`config.mk`:
```
export PLATFORM = sky130hd
export DESIGN_NAME = pmes_event_select
export DESIGN_NICKNAME = d
export VERILOG_FILES = /design/src/pmes_pkg.sv /design/src/pmes_event_select.sv
export VERILOG_INCLUDE_DIRS = /design/src /design/src/src
export SDC_FILE = /design/constraint.sdc
export NUM_CORES = 1
export LEC_CHECK = 0
export ABC_AREA = 0
export BUFFER_PORTS_ARGS = -buffer_cell sky130_fd_sc_hd__buf_2
export CELL_PAD_IN_SITES_DETAIL_PLACEMENT = 2
export CELL_PAD_IN_SITES_GLOBAL_PLACEMENT = 2
export CORE_MARGIN = 4
export CORE_UTILIZATION = 29
export CTS_CLUSTER_DIAMETER = 150
export DETAILED_ROUTE_END_ITERATION = 16
export HOLD_SLACK_MARGIN = 0.15
export PLACE_DENSITY = 0.87
export SETUP_SLACK_MARGIN = 0.2
export SKIP_CTS_REPAIR_TIMING = 1
export SYNTH_ARGS = -nofsm -noshare
export SYNTH_HDL_FRONTEND = slang
export SYNTH_SLANG_ARGS = --single-unit
export TNS_END_PERCENT = 10
```
`constraint.sdc`:
```
create_clock -name sys_clk -period 2.1 [get_ports sys_clk]
set_clock_uncertainty 0.1 [all_clocks]
set_input_delay 0.315 -clock sys_clk [delete_from_list [all_inputs] [get_ports sys_clk]]
set_output_delay 0.315 -clock sys_clk [all_outputs]
set_load 0.01 [all_outputs]
```
`src/pmes_defines.svh`:
```
// Counts, widths, field positions, codes and reset values of the event selector
`ifndef PMES_DEFINES_SVH
`define PMES_DEFINES_SVH

`define PMES_NUM_CNT       6
`define PMES_SEL_W         6
`define PMES_CODE_W        8
`define PMES_CODE_MSB      7
`define PMES_DATA_W        32

`define PMES_RST_EVTYPE    8'h00
`define PMES_RST_SEL       6'h00
`define PMES_LAST_CNT      6'h05

`define PMES_EV_SWINC      8'h00
`define PMES_EV_IC_REFILL  8'h01
`define PMES_EV_ITLB       8'h02
`define PMES_EV_DC_ALLOC   8'h03
`define PMES_EV_DC_ACCESS  8'h04
`define PMES_EV_DTLB       8'h05
`define PMES_EV_LOAD       8'h06
`define PMES_EV_STORE      8'h07
`define PMES_EV_EXC_TAKEN  8'h09
`define PMES_EV_EXC_RET    8'h0A
`define PMES_EV_CTX_WR     8'h0B
`define PMES_EV_PC_WR      8'h0C
`define PMES_EV_IMM_BR     8'h0D
`define PMES_EV_UNALIGNED  8'h0F
`define PMES_EV_BR_MISP    8'h10
`define PMES_EV_CYCLES     8'h11
`define PMES_EV_BR_PRED    8'h12
`define PMES_EV_BC_HW      8'h40
`define PMES_EV_BC_SW      8'h41
`define PMES_EV_BC_BACKBR  8'h42
`define PMES_EV_COH_MISS   8'h50
`define PMES_EV_COH_HIT    8'h51
`define PMES_EV_IC_STALL   8'h60
`define PMES_EV_DC_STALL   8'h61
`define PMES_EV_WALK_STALL 8'h62
`define PMES_EV_STORE_EXCLUSIVE_OK   8'h63
`define PMES_EV_STORE_EXCLUSIVE_FAIL 8'h64
`define PMES_EV_DC_EVICT   8'h65
`define PMES_EV_NO_DISP    8'h66
`define PMES_EV_ISS_EMPTY  8'h67
`define PMES_EV_RENAME     8'h68
`define PMES_EV_PRED_RET   8'h6E
`define PMES_EV_MAIN_EXEC  8'h70
`define PMES_EV_ALU2_EXEC  8'h71

`endif

```
`src/pmes_pkg.sv`:
```
// Types shared by the event selector and its bench
package pmes_pkg;

  typedef enum logic [1:0] {
    PMES_REG_SELECT,
    PMES_REG_EVTYPE,
    PMES_REG_SWINC,
    PMES_REG_NONE
  } pmes_reg_t;

  typedef struct packed {
    logic       icRefill;
    logic       iTlbRefill;
    logic       dcAlloc;
    logic       dcAccess;
    logic       dTlbRefill;
    logic       dTlbExcluded;
    logic       ldAccept;
    logic       stAccept;
    logic       excTaken;
    logic       excRetLdmPc;
    logic       excRetRfe;
    logic       excRetDpPc;
    logic       ctxIdWrite;
    logic       swPcChange;
    logic       immBranch;
    logic       unaligned;
    logic       brMispred;
    logic       coreWaitLp;
    logic       brPredictable;
    logic       bcHw;
    logic       bcSw;
    logic       bcBackBr;
    logic       cohMiss;
    logic       cohHit;
    logic       icStall;
    logic       dcStall;
    logic       dcTlbPending;
    logic       walkStall;
    logic       strexPass;
    logic       strexFail;
    logic       dcEvict;
    logic       issueNoDisp;
    logic       issueEmpty;
    logic [1:0] renameCnt;
    logic       retBxLr;
    logic       retMovPcLr;
    logic       retPopPc;
    logic       retLdrPost;
    logic       retCondPass;
    logic       retFromExc;
    logic       mainExec;
    logic       alu2Exec;
  } pmes_events_t;

  typedef struct packed {
    logic [5:0][7:0] evType;
    logic [5:0]      sel;
    logic [5:0][1:0] incAmt;
    logic [31:0]     rdData;
    logic            rdValid;
    logic            irq;
  } pmes_state_t;

endpackage

```
`src/pmes_event_select.sv`:
```
// Event code registers and event routing into six event counters
`timescale 1ns/1ps
`include "pmes_defines.svh"

module pmes_event_select (
  input  wire logic                 sys_clk,
  input  wire logic                 rstn,
  input  wire logic                 regWrite,
  input  wire logic                 regRead,
  input  wire pmes_pkg::pmes_reg_t  regSel,
  input  wire logic [31:0]          regWrData,
  input  wire pmes_pkg::pmes_events_t ev,
  input  wire logic                 ovfIrqReq,
  output logic [31:0]               regRdData,
  output logic                      regRdValid,
  output logic [5:0][1:0]           cntIncAmt,
  output logic                      monitorIrqPin
);

  pmes_pkg::pmes_state_t st_reg;
  pmes_pkg::pmes_state_t st_next;

  logic selValid;
  logic swincWr;

  // Amount a hardware event adds this cycle for a given code
  function automatic logic [1:0] evAmt(
    input logic [7:0]             code,
    input pmes_pkg::pmes_events_t e
  );
    logic hit;
    logic retForm;
    hit = 1'b0;
    retForm = e.retBxLr | e.retMovPcLr | e.retPopPc | e.retLdrPost;
    evAmt = 2'h0;
    case (code)
      `PMES_EV_SWINC:      hit = 1'b0;
      `PMES_EV_IC_REFILL:  hit = e.icRefill;
      `PMES_EV_ITLB:       hit = e.iTlbRefill;
      `PMES_EV_DC_ALLOC:   hit = e.dcAlloc;
      `PMES_EV_DC_ACCESS:  hit = e.dcAccess;
      `PMES_EV_DTLB:       hit = e.dTlbRefill & ~e.dTlbExcluded;
      `PMES_EV_LOAD:       hit = e.ldAccept;
      `PMES_EV_STORE:      hit = e.stAccept;
      `PMES_EV_EXC_TAKEN:  hit = e.excTaken;
      `PMES_EV_EXC_RET: begin
        hit = e.excRetLdmPc | e.excRetRfe | e.excRetDpPc;
      end
      `PMES_EV_CTX_WR:     hit = e.ctxIdWrite;
      `PMES_EV_PC_WR:      hit = e.swPcChange;
      `PMES_EV_IMM_BR:     hit = e.immBranch;
      `PMES_EV_UNALIGNED:  hit = e.unaligned;
      `PMES_EV_BR_MISP:    hit = e.brMispred;
      // Cycle event stays internal, there is no export path here
      `PMES_EV_CYCLES:     hit = ~e.coreWaitLp;
      `PMES_EV_BR_PRED:    hit = e.brPredictable;
      `PMES_EV_BC_HW:      hit = e.bcHw;
      `PMES_EV_BC_SW:      hit = e.bcSw;
      `PMES_EV_BC_BACKBR:  hit = e.bcBackBr;
      `PMES_EV_COH_MISS:   hit = e.cohMiss;
      `PMES_EV_COH_HIT:    hit = e.cohHit;
      `PMES_EV_IC_STALL:   hit = e.icStall;
      `PMES_EV_DC_STALL:   hit = e.dcStall & ~e.dcTlbPending;
      `PMES_EV_WALK_STALL: hit = e.walkStall;
      `PMES_EV_STORE_EXCLUSIVE_OK:   hit = e.strexPass;
      `PMES_EV_STORE_EXCLUSIVE_FAIL: hit = e.strexFail;
      `PMES_EV_DC_EVICT:   hit = e.dcEvict;
      `PMES_EV_NO_DISP:    hit = e.issueNoDisp;
      `PMES_EV_ISS_EMPTY:  hit = e.issueEmpty;
      `PMES_EV_PRED_RET: begin
        hit = retForm & e.retCondPass & ~e.retFromExc;
      end
      `PMES_EV_MAIN_EXEC:  hit = e.mainExec;
      `PMES_EV_ALU2_EXEC:  hit = e.alu2Exec;
      default:             hit = 1'b0;
    endcase
    if (code == `PMES_EV_RENAME) begin
      // Illegal pattern b11 is clipped to two
      if (e.renameCnt == 2'h3) begin
        evAmt = 2'h2;
      end else begin
        evAmt = e.renameCnt;
      end
    end else begin
      evAmt = {1'b0, hit};
    end
  endfunction

  // Select codes above five are unpredictable; treat them as no counter
  assign selValid = (st_reg.sel <= `PMES_LAST_CNT);
  assign swincWr  = regWrite && (regSel == pmes_pkg::PMES_REG_SWINC);

  always_comb begin
    st_next = st_reg;
    st_next.rdValid = 1'b0;
    st_next.irq = ovfIrqReq;
    if (regWrite) begin
      case (regSel)
        pmes_pkg::PMES_REG_SELECT: begin
          st_next.sel = regWrData[`PMES_SEL_W-1:0];
        end
        pmes_pkg::PMES_REG_EVTYPE: begin
          if (selValid) begin
            // Upper bits are dropped here, so they can never read back
            st_next.evType[st_reg.sel[2:0]] =
              regWrData[`PMES_CODE_MSB:0];
          end
        end
        default: begin
        end
      endcase
    end
    if (regRead) begin
      st_next.rdValid = 1'b1;
      st_next.rdData = 32'h0000_0000;
      case (regSel)
        pmes_pkg::PMES_REG_SELECT: begin
          st_next.rdData[`PMES_SEL_W-1:0] = st_reg.sel;
        end
        pmes_pkg::PMES_REG_EVTYPE: begin
          if (selValid) begin
            st_next.rdData[`PMES_CODE_MSB:0] =
              st_reg.evType[st_reg.sel[2:0]];
          end
        end
        default: begin
        end
      endcase
    end
    for (int i = 0; i < `PMES_NUM_CNT; i++) begin
      if (st_reg.evType[i] == `PMES_EV_SWINC) begin
        // Increment register only acts on counters set to code zero
        st_next.incAmt[i] = {1'b0, swincWr & regWrData[i]};
      end else begin
        st_next.incAmt[i] = evAmt(st_reg.evType[i], ev);
      end
    end
  end

  always_ff @(posedge sys_clk) begin
    if (!rstn) begin
      st_reg.evType  <= {`PMES_NUM_CNT{`PMES_RST_EVTYPE}};
      st_reg.sel     <= `PMES_RST_SEL;
      st_reg.incAmt  <= '0;
      st_reg.rdData  <= 32'h0000_0000;
      st_reg.rdValid <= 1'b0;
      st_reg.irq     <= 1'b0;
    end else begin
      st_reg <= st_next;
    end
  end

  assign regRdData     = st_reg.rdData;
  assign regRdValid    = st_reg.rdValid;
  assign cntIncAmt     = st_reg.incAmt;
  assign monitorIrqPin = st_reg.irq;

  logic evtRd;
  logic swinc0;
  assign evtRd  = regRead && (regSel == pmes_pkg::PMES_REG_EVTYPE);
  assign swinc0 = swincWr && regWrData[0];
endmodule

```
==> key figures, run 1 <==
Outcome
  • Outcome: finished with violations
  • Violated checks: negative setup slack

Drt
  • Vias per std cell: between 6 and 7
  • Per-cell routed wire length: ~32 um
  • Via count: roughly 8000
  • Count of TritonRoute iterations in the first routing pass: 7
  • DR DRC count: 0
  • Violation count after the first detailed-routing iteration: 920
  • Number of antenna-violating nets in the routed design: 0
  • Total wirelength of the detailed-routed design: slightly below 40000 um

Placed design
  • Buffers on Ports: between 70 and 80
  • Count of placed standard cells including taps: about 1200
  • Weighted congestion reported at the end of routability-driven placement: ~0.99
  • Post-detailed-placement half-perimeter wirelength: roughly 26000 um

Floorplanning
  • Initial Utilization: 29.4%
  • Die width: around 160 um
  • Core outline area: 0.0218 mm^2
  • Number of rows in the core area: 54
  • Full die area: 0.0245 mm^2
  • Number of placed I/O pins: 128
  • Die Span Y: about 160 um

Timing
  • Post-layout minimum cycle time: 2.40 ns
  • Worst slew margin relative to its limit: roughly 60%
  • Final critical-path share of the clock period: 114%
  • Worst setup slack after layout: -0.301 ns
  • Final-layout worst hold slack: 0.182 ns
  • Total setup violations reported at the end of the flow: 37
  • Actual slew at the worst max-slew pin: around 0.61 ns
  • Number of slew-limit violations in the final report: 0
  • Number of endpoints with negative hold slack in the final report: 0
  • Unrepaired setup endpoints after global routing: true
  • Highest Clock Rate: about 420 MHz

Clock network
  • Clock tree from TritonCTS: yes
  • Clock latency of the later-clocked register in the worst-skew pair: 0.37 ns
  • H-Tree Depth: 3
  • Number of buffers on the longest clock path: 2
  • Clk Tree Root Cell: sky130_fd_sc_hd__clkbuf_16
  • Number of buffers created by CTS: 9
  • Clock sinks: between 70 and 80
  • Clock-pin slew on the worst setup and hold paths: ~0.08 ns

Synthesis
  • Area of the mapped netlist: ~0.0064 mm^2
  • Cells after synthesis: 849
  • Warnings, synthesis: 0
  • Unique masters post-synth: 66
  • Most instantiated flip-flop cell in the synthesis netlist: sky130_fd_sc_hd__dfxtp_1
  • Async SR Flop Fraction: 0%
  • Number of flip-flops and latches in the synthesized netlist: 76
  • Mapped Avg Cell Area: around 7.5 um^2
  • Most repeated cell in the gate-level netlist after synthesis: sky130_fd_sc_hd__nor2_1
  • Share of the synthesized area in the top cell type: 23.8%
  • Post-synth top area cell: sky130_fd_sc_hd__dfxtp_1
  • Fraction of the yosys area taken by sequential cells: a little under a quarter
  • Most instantiated cells after synthesis: 89 x sky130_fd_sc_hd__nor2_1, 77 x sky130_fd_sc_hd__mux2i_1, 76 x sky130_fd_sc_hd__dfxtp_1
  • Number of enable flip-flop cells after synthesis: 0
  • Area contributors post-synth: sky130_fd_sc_hd__dfxtp_1 24%, sky130_fd_sc_hd__mux2i_1 12%, sky130_fd_sc_hd__buf_4 5.5%

Cells and area
  • Filler-free cell count of the finished design: 1238
  • Proportion of layout cells with a drive suffix above 1: 32.3%
  • Fin nets: slightly above 1000
  • Combined area of the multi-input logic cells: between 0.004 and 0.005 mm^2
  • Max reg flops: 54
  • Ant. Diodes: 0
  • Layout overhead on the synthesized area: 27.7%
  • FILL cells: 2480
  • Area used by sequential logic in the layout: 0.00158 mm^2

GRT
  • Largest net degree at the start of global routing: 42
  • Global-route usage over all layers: roughly 29%
  • Total congestion overflow after global routing: 0
  • Vias in the first global route: around 8500
  • Wire length of the first global-routing pass: 53300 um
  • Number of antenna violations at the first check in global routing: 3

Critical path
  • Worst Setup End Kind: flop
  • Nature of the critical path startpoint: flop
  • Largest driver fanout on the critical path: 7
  • Startpoint of the worst-slack reg-to-reg timing path: st_reg[48]
  • CP max stage cell: sky130_fd_sc_hd__or3_4
  • Critical path start-end classification: flop to flop
  • R2r setup slk: -0.30 ns
  • Critical Path Source: st_reg[48]
  • Worst EP arrival: 2.55 ns
  • Ordered list of cells on the worst path: a211o_1, nor4b_4, nand2_2, or3_4, buf_12, mux2i_2, nor2_1
  • Critical path's largest stage delay: ~0.39 ns
  • Required time worst endpoint: between 2 and 2.5 ns

Pwr
  • Max rail drop VDD: around 370 uV
  • P_leak: 3.09 nW
  • Power density of the placed cells: approximately 480 mW/mm^2

Min path
  • Worst min-delay path category: input port to flop
  • Startpoint of the tightest hold check path: regWrData[5]

Flow run
  • Count of maximum capacitance violations: 0
==> placed cells by master (no fill, tap or decap), types with 8 or more instances in the layout <==
master / count
sky130_fd_sc_hd__buf_4: 104
sky130_fd_sc_hd__nor2_1: 86
sky130_fd_sc_hd__buf_2: 79
sky130_fd_sc_hd__nand2_1: 67
sky130_fd_sc_hd__mux2i_1: 65
sky130_fd_sc_hd__dfxtp_1: 49
sky130_fd_sc_hd__o21ai_0: 38
sky130_fd_sc_hd__nand3_1: 32
sky130_fd_sc_hd__a21oi_1: 30
sky130_fd_sc_hd__nor3_1: 25
sky130_fd_sc_hd__conb_1: 24
sky130_fd_sc_hd__nand3b_1: 22
sky130_fd_sc_hd__dfxtp_2: 19
sky130_fd_sc_hd__nand2b_1: 16
sky130_fd_sc_hd__nor4_1: 14
sky130_fd_sc_hd__nand4_1: 14
sky130_fd_sc_hd__nor2b_1: 12
sky130_fd_sc_hd__mux2_2: 12
sky130_fd_sc_hd__a31oi_1: 12
sky130_fd_sc_hd__nor3b_1: 11
sky130_fd_sc_hd__mux2i_2: 10
sky130_fd_sc_hd__inv_1: 10
sky130_fd_sc_hd__and3_1: 9
sky130_fd_sc_hd__clkbuf_16: 9
sky130_fd_sc_hd__a22oi_1: 8
sky130_fd_sc_hd__dfxtp_4: 8
==> path summary, 6_finish.rpt <==
check	to	cells after the start
setup / recovery	st_reg[66]	7
hold / removal	st_reg[57]	3
setup reg to reg	st_reg[66]	7
hold reg to reg	regRdData[7]	2
==> cells by family (layout without fill, tap and decap cells) <==
group | after synthesis | count (layout) | synth area share, %
muxes | 95 | 95 | 16.3
buffers and inverters | 138 | 224 | 10.9
DFF | 76 | 76 | 23.8
AOI/OAI and AO/OA | 168 | 168 | 17.6
and+or+nand+nor | 371 | 371 | 31.5
other | 1 | 24 | 0.0585
==> cell type report <==
cell class | instances | area share [%]
clock inverter | 6 | 0.872
tap | 280 | 4.28
inverter | 12 | 0.551
sequential | 76 | 19.3
timing repair buffer | 196 | 16.8
clock buffer | 10 | 2.92
multi-input combinational | 658 | 55.3
==> per-layer routing <==
metal | global-route usage [%] | vias to the layer above | share of wire, %
met5 | 0 | - | 0
met4 | 13.4 | 0 | 7.1
met3 | 7.02 | 217 | 10
met2 | 47.1 | 569 | 45
met1 | 34.9 | 3992 | 37
li1 | - | 3269 | -
==> stage by stage <==
step | area, um^2 | TNS (ns) | power (mW) | setup WS (ns) | util (%)
finish | 8180 | -3.64 | 3.89 | -0.301 | 37.6
CTS | 7760 | -1.31 | 3.78 | -0.158 | 35.7
detailed placement | 7450 | -2.03 | 2.06 | -0.144 | 34.3
global placement | 7450 | 0 | 2.03 | 0.0212 | 34.3
global route | 8180 | -5.19 | 3.95 | -0.281 | 37.6
floorplan | 6510 | 0 | 1.79 | 0.133 | -
==> power by group <==
group	switching [mW]	internal (mW)	total [mW]
combinational	0.432	0.202	0.634
sequential	0.0300	1.45	1.48
clock	0.810	0.968	1.78
total	1.27	2.62	3.89
==> worst max-delay path: cells and delay by family (launching register included) <==
kind	cells	cell delay, ns
simple gates	4	1.17
buf+inv	1	0.17
compound gates	1	0.33
flops	1	0.33
mux	1	0.16
Note: power is estimated with default switching activity, not from simulation.
==> inputs of run 2 (changes only) <==
--- a/config.mk
+++ b/config.mk
@@ -6,12 +6,12 @@
 export SDC_FILE = /design/constraint.sdc
 export NUM_CORES = 1
 export LEC_CHECK = 0
-export ABC_AREA = 0
+export ABC_AREA = 1
 export BUFFER_PORTS_ARGS = -buffer_cell sky130_fd_sc_hd__buf_2
 export CELL_PAD_IN_SITES_DETAIL_PLACEMENT = 2
 export CELL_PAD_IN_SITES_GLOBAL_PLACEMENT = 2
 export CORE_MARGIN = 4
-export CORE_UTILIZATION = 29
+export CORE_UTILIZATION = 26
 export CTS_CLUSTER_DIAMETER = 150
 export DETAILED_ROUTE_END_ITERATION = 16
 export HOLD_SLACK_MARGIN = 0.15
==> run 2 against run 1 <==
Effect of this change:
- the flow now finishes without violations
- synthesized cell count increased by 29%
- clock power is 10% lower
- fmax rose by 29%
- first-iteration DRC count down 35%
- total power decreased by 4.9%
- routed wire length fell by 21%
- utilization fell by 7.2 points
==> key figures, run 2 <==
Timing
  • Final critical-path share of the clock period: 88.9% (-25 points)
  • Accumulated negative setup slack: 0 ns (+3.64 ns)
  • Total setup violations reported at the end of the flow: 0 (-100%)
  • Number of endpoints with negative hold slack in the final report: 0 (unchanged)
  • Highest Clock Rate: 536 MHz (+29%)
  • Worst slew margin relative to its limit: 54.9% (-4.5 points)
  • Post-layout minimum cycle time: 1.87 ns (-0.534 ns)
  • Worst setup slack after layout: 0.233 ns (+0.534 ns)
  • Actual slew at the worst max-slew pin: 0.676 ns (+0.0682 ns)
  • Final-layout worst hold slack: 0.150 ns (-0.0317 ns)
  • Number of slew-limit violations in the final report: 0 (unchanged)
  • Unrepaired setup endpoints after global routing: true

Cells and area
  • Leading cell type in the layout, fill and taps excluded: sky130_fd_sc_hd__nand2_1
  • Max reg flops: 54 (unchanged)
  • FILL cells: 2980 (+20%)
  • Most used cells in the layout excluding fill and tap cells: 232 x sky130_fd_sc_hd__nand2_1, 208 x sky130_fd_sc_hd__nor2_1, 194 x sky130_fd_sc_hd__nand3_1, 79 x sky130_fd_sc_hd__buf_2, 72 x sky130_fd_sc_hd__a21oi_1
  • Ant. Diodes: 0 (unchanged)
  • Fin nets: 1238 (+20%)
  • Filler-free cell count of the finished design: 1480 (+20%)
  • Layout overhead on the synthesized area: 14.6%
  • Proportion of layout cells with a drive suffix above 1: 17.1% (-15 points)

Floorplanning
  • Full die area: 0.0267 mm^2 (+8.8%)
  • Die Span Y: 163 um (+4.3%)
  • Number of rows in the core area: 56 (+3.7%)
  • Core outline area: 0.0236 mm^2 (+8.5%)
  • Initial Utilization: 26.6% (-2.9 points)
  • Die width: 163 um (+4.3%)
  • Number of placed I/O pins: 128 (unchanged)

Synthesis
  • Most repeated cell in the gate-level netlist after synthesis: sky130_fd_sc_hd__nand2_1
  • Area of the mapped netlist: 0.00627 mm^2 (-2.0%)
  • Area contributors post-synth: sky130_fd_sc_hd__dfxtp_1 24%, sky130_fd_sc_hd__nand3_1 15%, sky130_fd_sc_hd__nand2_1 15%
  • Number of enable flip-flop cells after synthesis: 0 (unchanged)
  • Number of flip-flops and latches in the synthesized netlist: 76 (unchanged)
  • Share of the synthesized area in the top cell type: 24.2% (+0.49 points)
  • Cells after synthesis: 1095 (+29%)
  • Warnings, synthesis: 0 (unchanged)
  • Most instantiated cells after synthesis: 253 x sky130_fd_sc_hd__nand2_1, 221 x sky130_fd_sc_hd__nor2_1, 194 x sky130_fd_sc_hd__nand3_1
  • Unique masters post-synth: 33 (-50%)
  • Fraction of the yosys area taken by sequential cells: 24.2% (+0.49 points)
  • Post-synth top area cell: sky130_fd_sc_hd__dfxtp_1
  • Mapped Avg Cell Area: 5.73 um^2 (-24%)
  • Async SR Flop Fraction: 0% (unchanged)
  • Most instantiated flip-flop cell in the synthesis netlist: sky130_fd_sc_hd__dfxtp_1

Pwr
  • Switching Fraction: 30.0% (-2.6 points)
  • P_leak: 3.37 nW (+9.1%)
  • Proportion of power drawn by combinational gates: 16.1% (-0.2 points)
  • Sequential fraction of design power: 40.6% (+2.5 points)
  • Share of power burned in the clock network: 43.3% (-2.3 points)
  • Internal power contribution: 2.59 mW (-1.2%)
  • Max rail drop VDD: 321 uV (-14%)
  • Total power draw: 3.70 mW (-4.9%)
  • Net switching power figure: 1.11 mW (-13%)
  • Power density of the placed cells: 515 mW/mm^2 (+8.2%)

Critical path
  • Critical Path Source: st_reg[59]
  • Largest driver fanout on the critical path: 4 (-3)
  • Worst reg-to-reg path cell count: 11 (+4)
  • Nature of the critical path startpoint: flop
  • Worst EP arrival: 2.06 ns (-0.49 ns)
  • R2r setup slk: 0.23 ns (+0.53 ns)
  • Required time worst endpoint: 2.30 ns (+0.06 ns)
  • Worst Setup End Kind: flop
  • RR Endpoint: cntIncAmt[0]
  • Startpoint of the worst-slack reg-to-reg timing path: st_reg[59]
  • Critical path start-end classification: flop to flop

Drt
  • Number of antenna-violating nets in the routed design: 0 (unchanged)
  • Count of TritonRoute iterations in the first routing pass: 5 (-2)
  • Violation count after the first detailed-routing iteration: 595 (-35%)
  • Total wirelength of the detailed-routed design: 31200 um (-21%)
  • Per-cell routed wire length: 21.0 um (-34%)
  • Via count: 7921 (-1.6%)
  • DR DRC count: 0 (unchanged)
  • Vias per std cell: 5.35 (-18%)

GRT
  • Global-route usage over all layers: 23.1% (-5.4 points)
  • Wire length of the first global-routing pass: 47800 um (-10%)
  • Total congestion overflow after global routing: 0 (unchanged)
  • Vias in the first global route: 8131 (-3.8%)
  • Largest net degree at the start of global routing: 35 (-17%)
  • Number of antenna violations at the first check in global routing: 0 (-3)

Clock network
  • Clk Tree Root Cell: sky130_fd_sc_hd__clkbuf_16
  • Clock tree from TritonCTS: yes
  • Number of buffers created by CTS: 9 (unchanged)
  • Clock-pin slew on the worst setup and hold paths: 0.06 ns (-0.02 ns)
  • H-Tree Depth: 3 (unchanged)
  • Clock latency of the later-clocked register in the worst-skew pair: 0.34 ns (-0.03 ns)
  • Number of buffers on the longest clock path: 2 (unchanged)
  • Clock sinks: 76 (unchanged)

Placed design
  • Pre-CTS WS: 0.155 ns (+0.299 ns)
  • Count of placed standard cells including taps: 1462 (+21%)
  • Post-detailed-placement half-perimeter wirelength: 24700 um (-3.6%)
  • Weighted congestion reported at the end of routability-driven placement: 0.949 (-4.1%)
  • Buffers on Ports: 79 (unchanged)

Flow run
  • Count of maximum capacitance violations: 0 (unchanged)

Outcome
  • Outcome: complete, no violations

Min path
  • Startpoint of the tightest hold check path: ev[9]
  • Hold-critical path depth: 3 (unchanged)
  • WHS Endpoint: cntIncAmt[5]
  • Worst min-delay path category: input port to flop
[run 2: routing by layer]
metal / global-route usage, % / wire [um] / vias to the layer above
li1: - / - / 3664
met1: 31.8 / 14300 / 3976
met2: 39.4 / 14900 / 244
met3: 2.07 / 1390 / 37
met4: 4.99 / 556 / 0
met5: 0 / 0 / -
[run 2: layout make-up]
| type | instances | area, um^2 | area share (%) |
|---|---|---|---|
| sequential | 76 | 1540 | 21.4 |
| clock inverter | 5 | 60.1 | 0.835 |
| timing repair buffer | 96 | 538 | 7.48 |
| tap | 319 | 399 | 5.55 |
| clock buffer | 11 | 243 | 3.38 |
| inverter | 77 | 292 | 4.05 |
| multi-input combinational | 896 | 4120 | 57.3 |
[run 2: how the worst max path moves through the flow]
stage / cells after the start / endpoint / slack [ns]
finish: 11 / cntIncAmt[0] / 0.23
global route: 5 / st_reg[76] / 0.13
floorplan: 9 / st_reg[66] / 0.61
detailed placement: 11 / cntIncAmt[4] / 0.15
global placement: 11 / cntIncAmt[4] / 0.28
CTS: 11 / cntIncAmt[4] / 0.11
[run 2: stage by stage]
step	instance area, um^2	utilization (%)
floorplan	6360	-
global placement	6750	28.6
detailed placement	6750	28.6
CTS	7050	29.9
global route	7190	30.4
finish	7190	30.4
[run 2: power groups by stage]
stage | Combinational, mW | Sequential, mW | Clock [mW]
floorplan | 0.331 | 1.53 | 0
global placement | 0.548 | 1.53 | 0
detailed placement | 0.568 | 1.53 | 0
CTS | 0.581 | 1.50 | 1.64
global route | 0.643 | 1.51 | 1.70
finish | 0.597 | 1.50 | 1.60
[run 2: worst max-delay path, cell delays in order, from the launching register on]
cell and delay [ns]:
sky130_fd_sc_hd__dfxtp_1 0.32, sky130_fd_sc_hd__inv_1 0.11, sky130_fd_sc_hd__nand2_1 0.21, sky130_fd_sc_hd__nor3_1 0.46
sky130_fd_sc_hd__nand3_1 0.18, sky130_fd_sc_hd__nand2_1 0.11, sky130_fd_sc_hd__nor2_1 0.05, sky130_fd_sc_hd__nand2_1 0.06
sky130_fd_sc_hd__nor2_1 0.05, sky130_fd_sc_hd__nand3b_1 0.08, sky130_fd_sc_hd__nand2_1 0.05, sky130_fd_sc_hd__inv_1 0.04
[run 2: logic make-up after synthesis]
logic type | synth area share [%]
AND/OR/NAND/NOR | 48.6
other | 0.0598
flip-flops | 24.2
multiplexers | 0.319
buffers and inverters | 13.0
AO/OA/AOI/OAI | 13.9
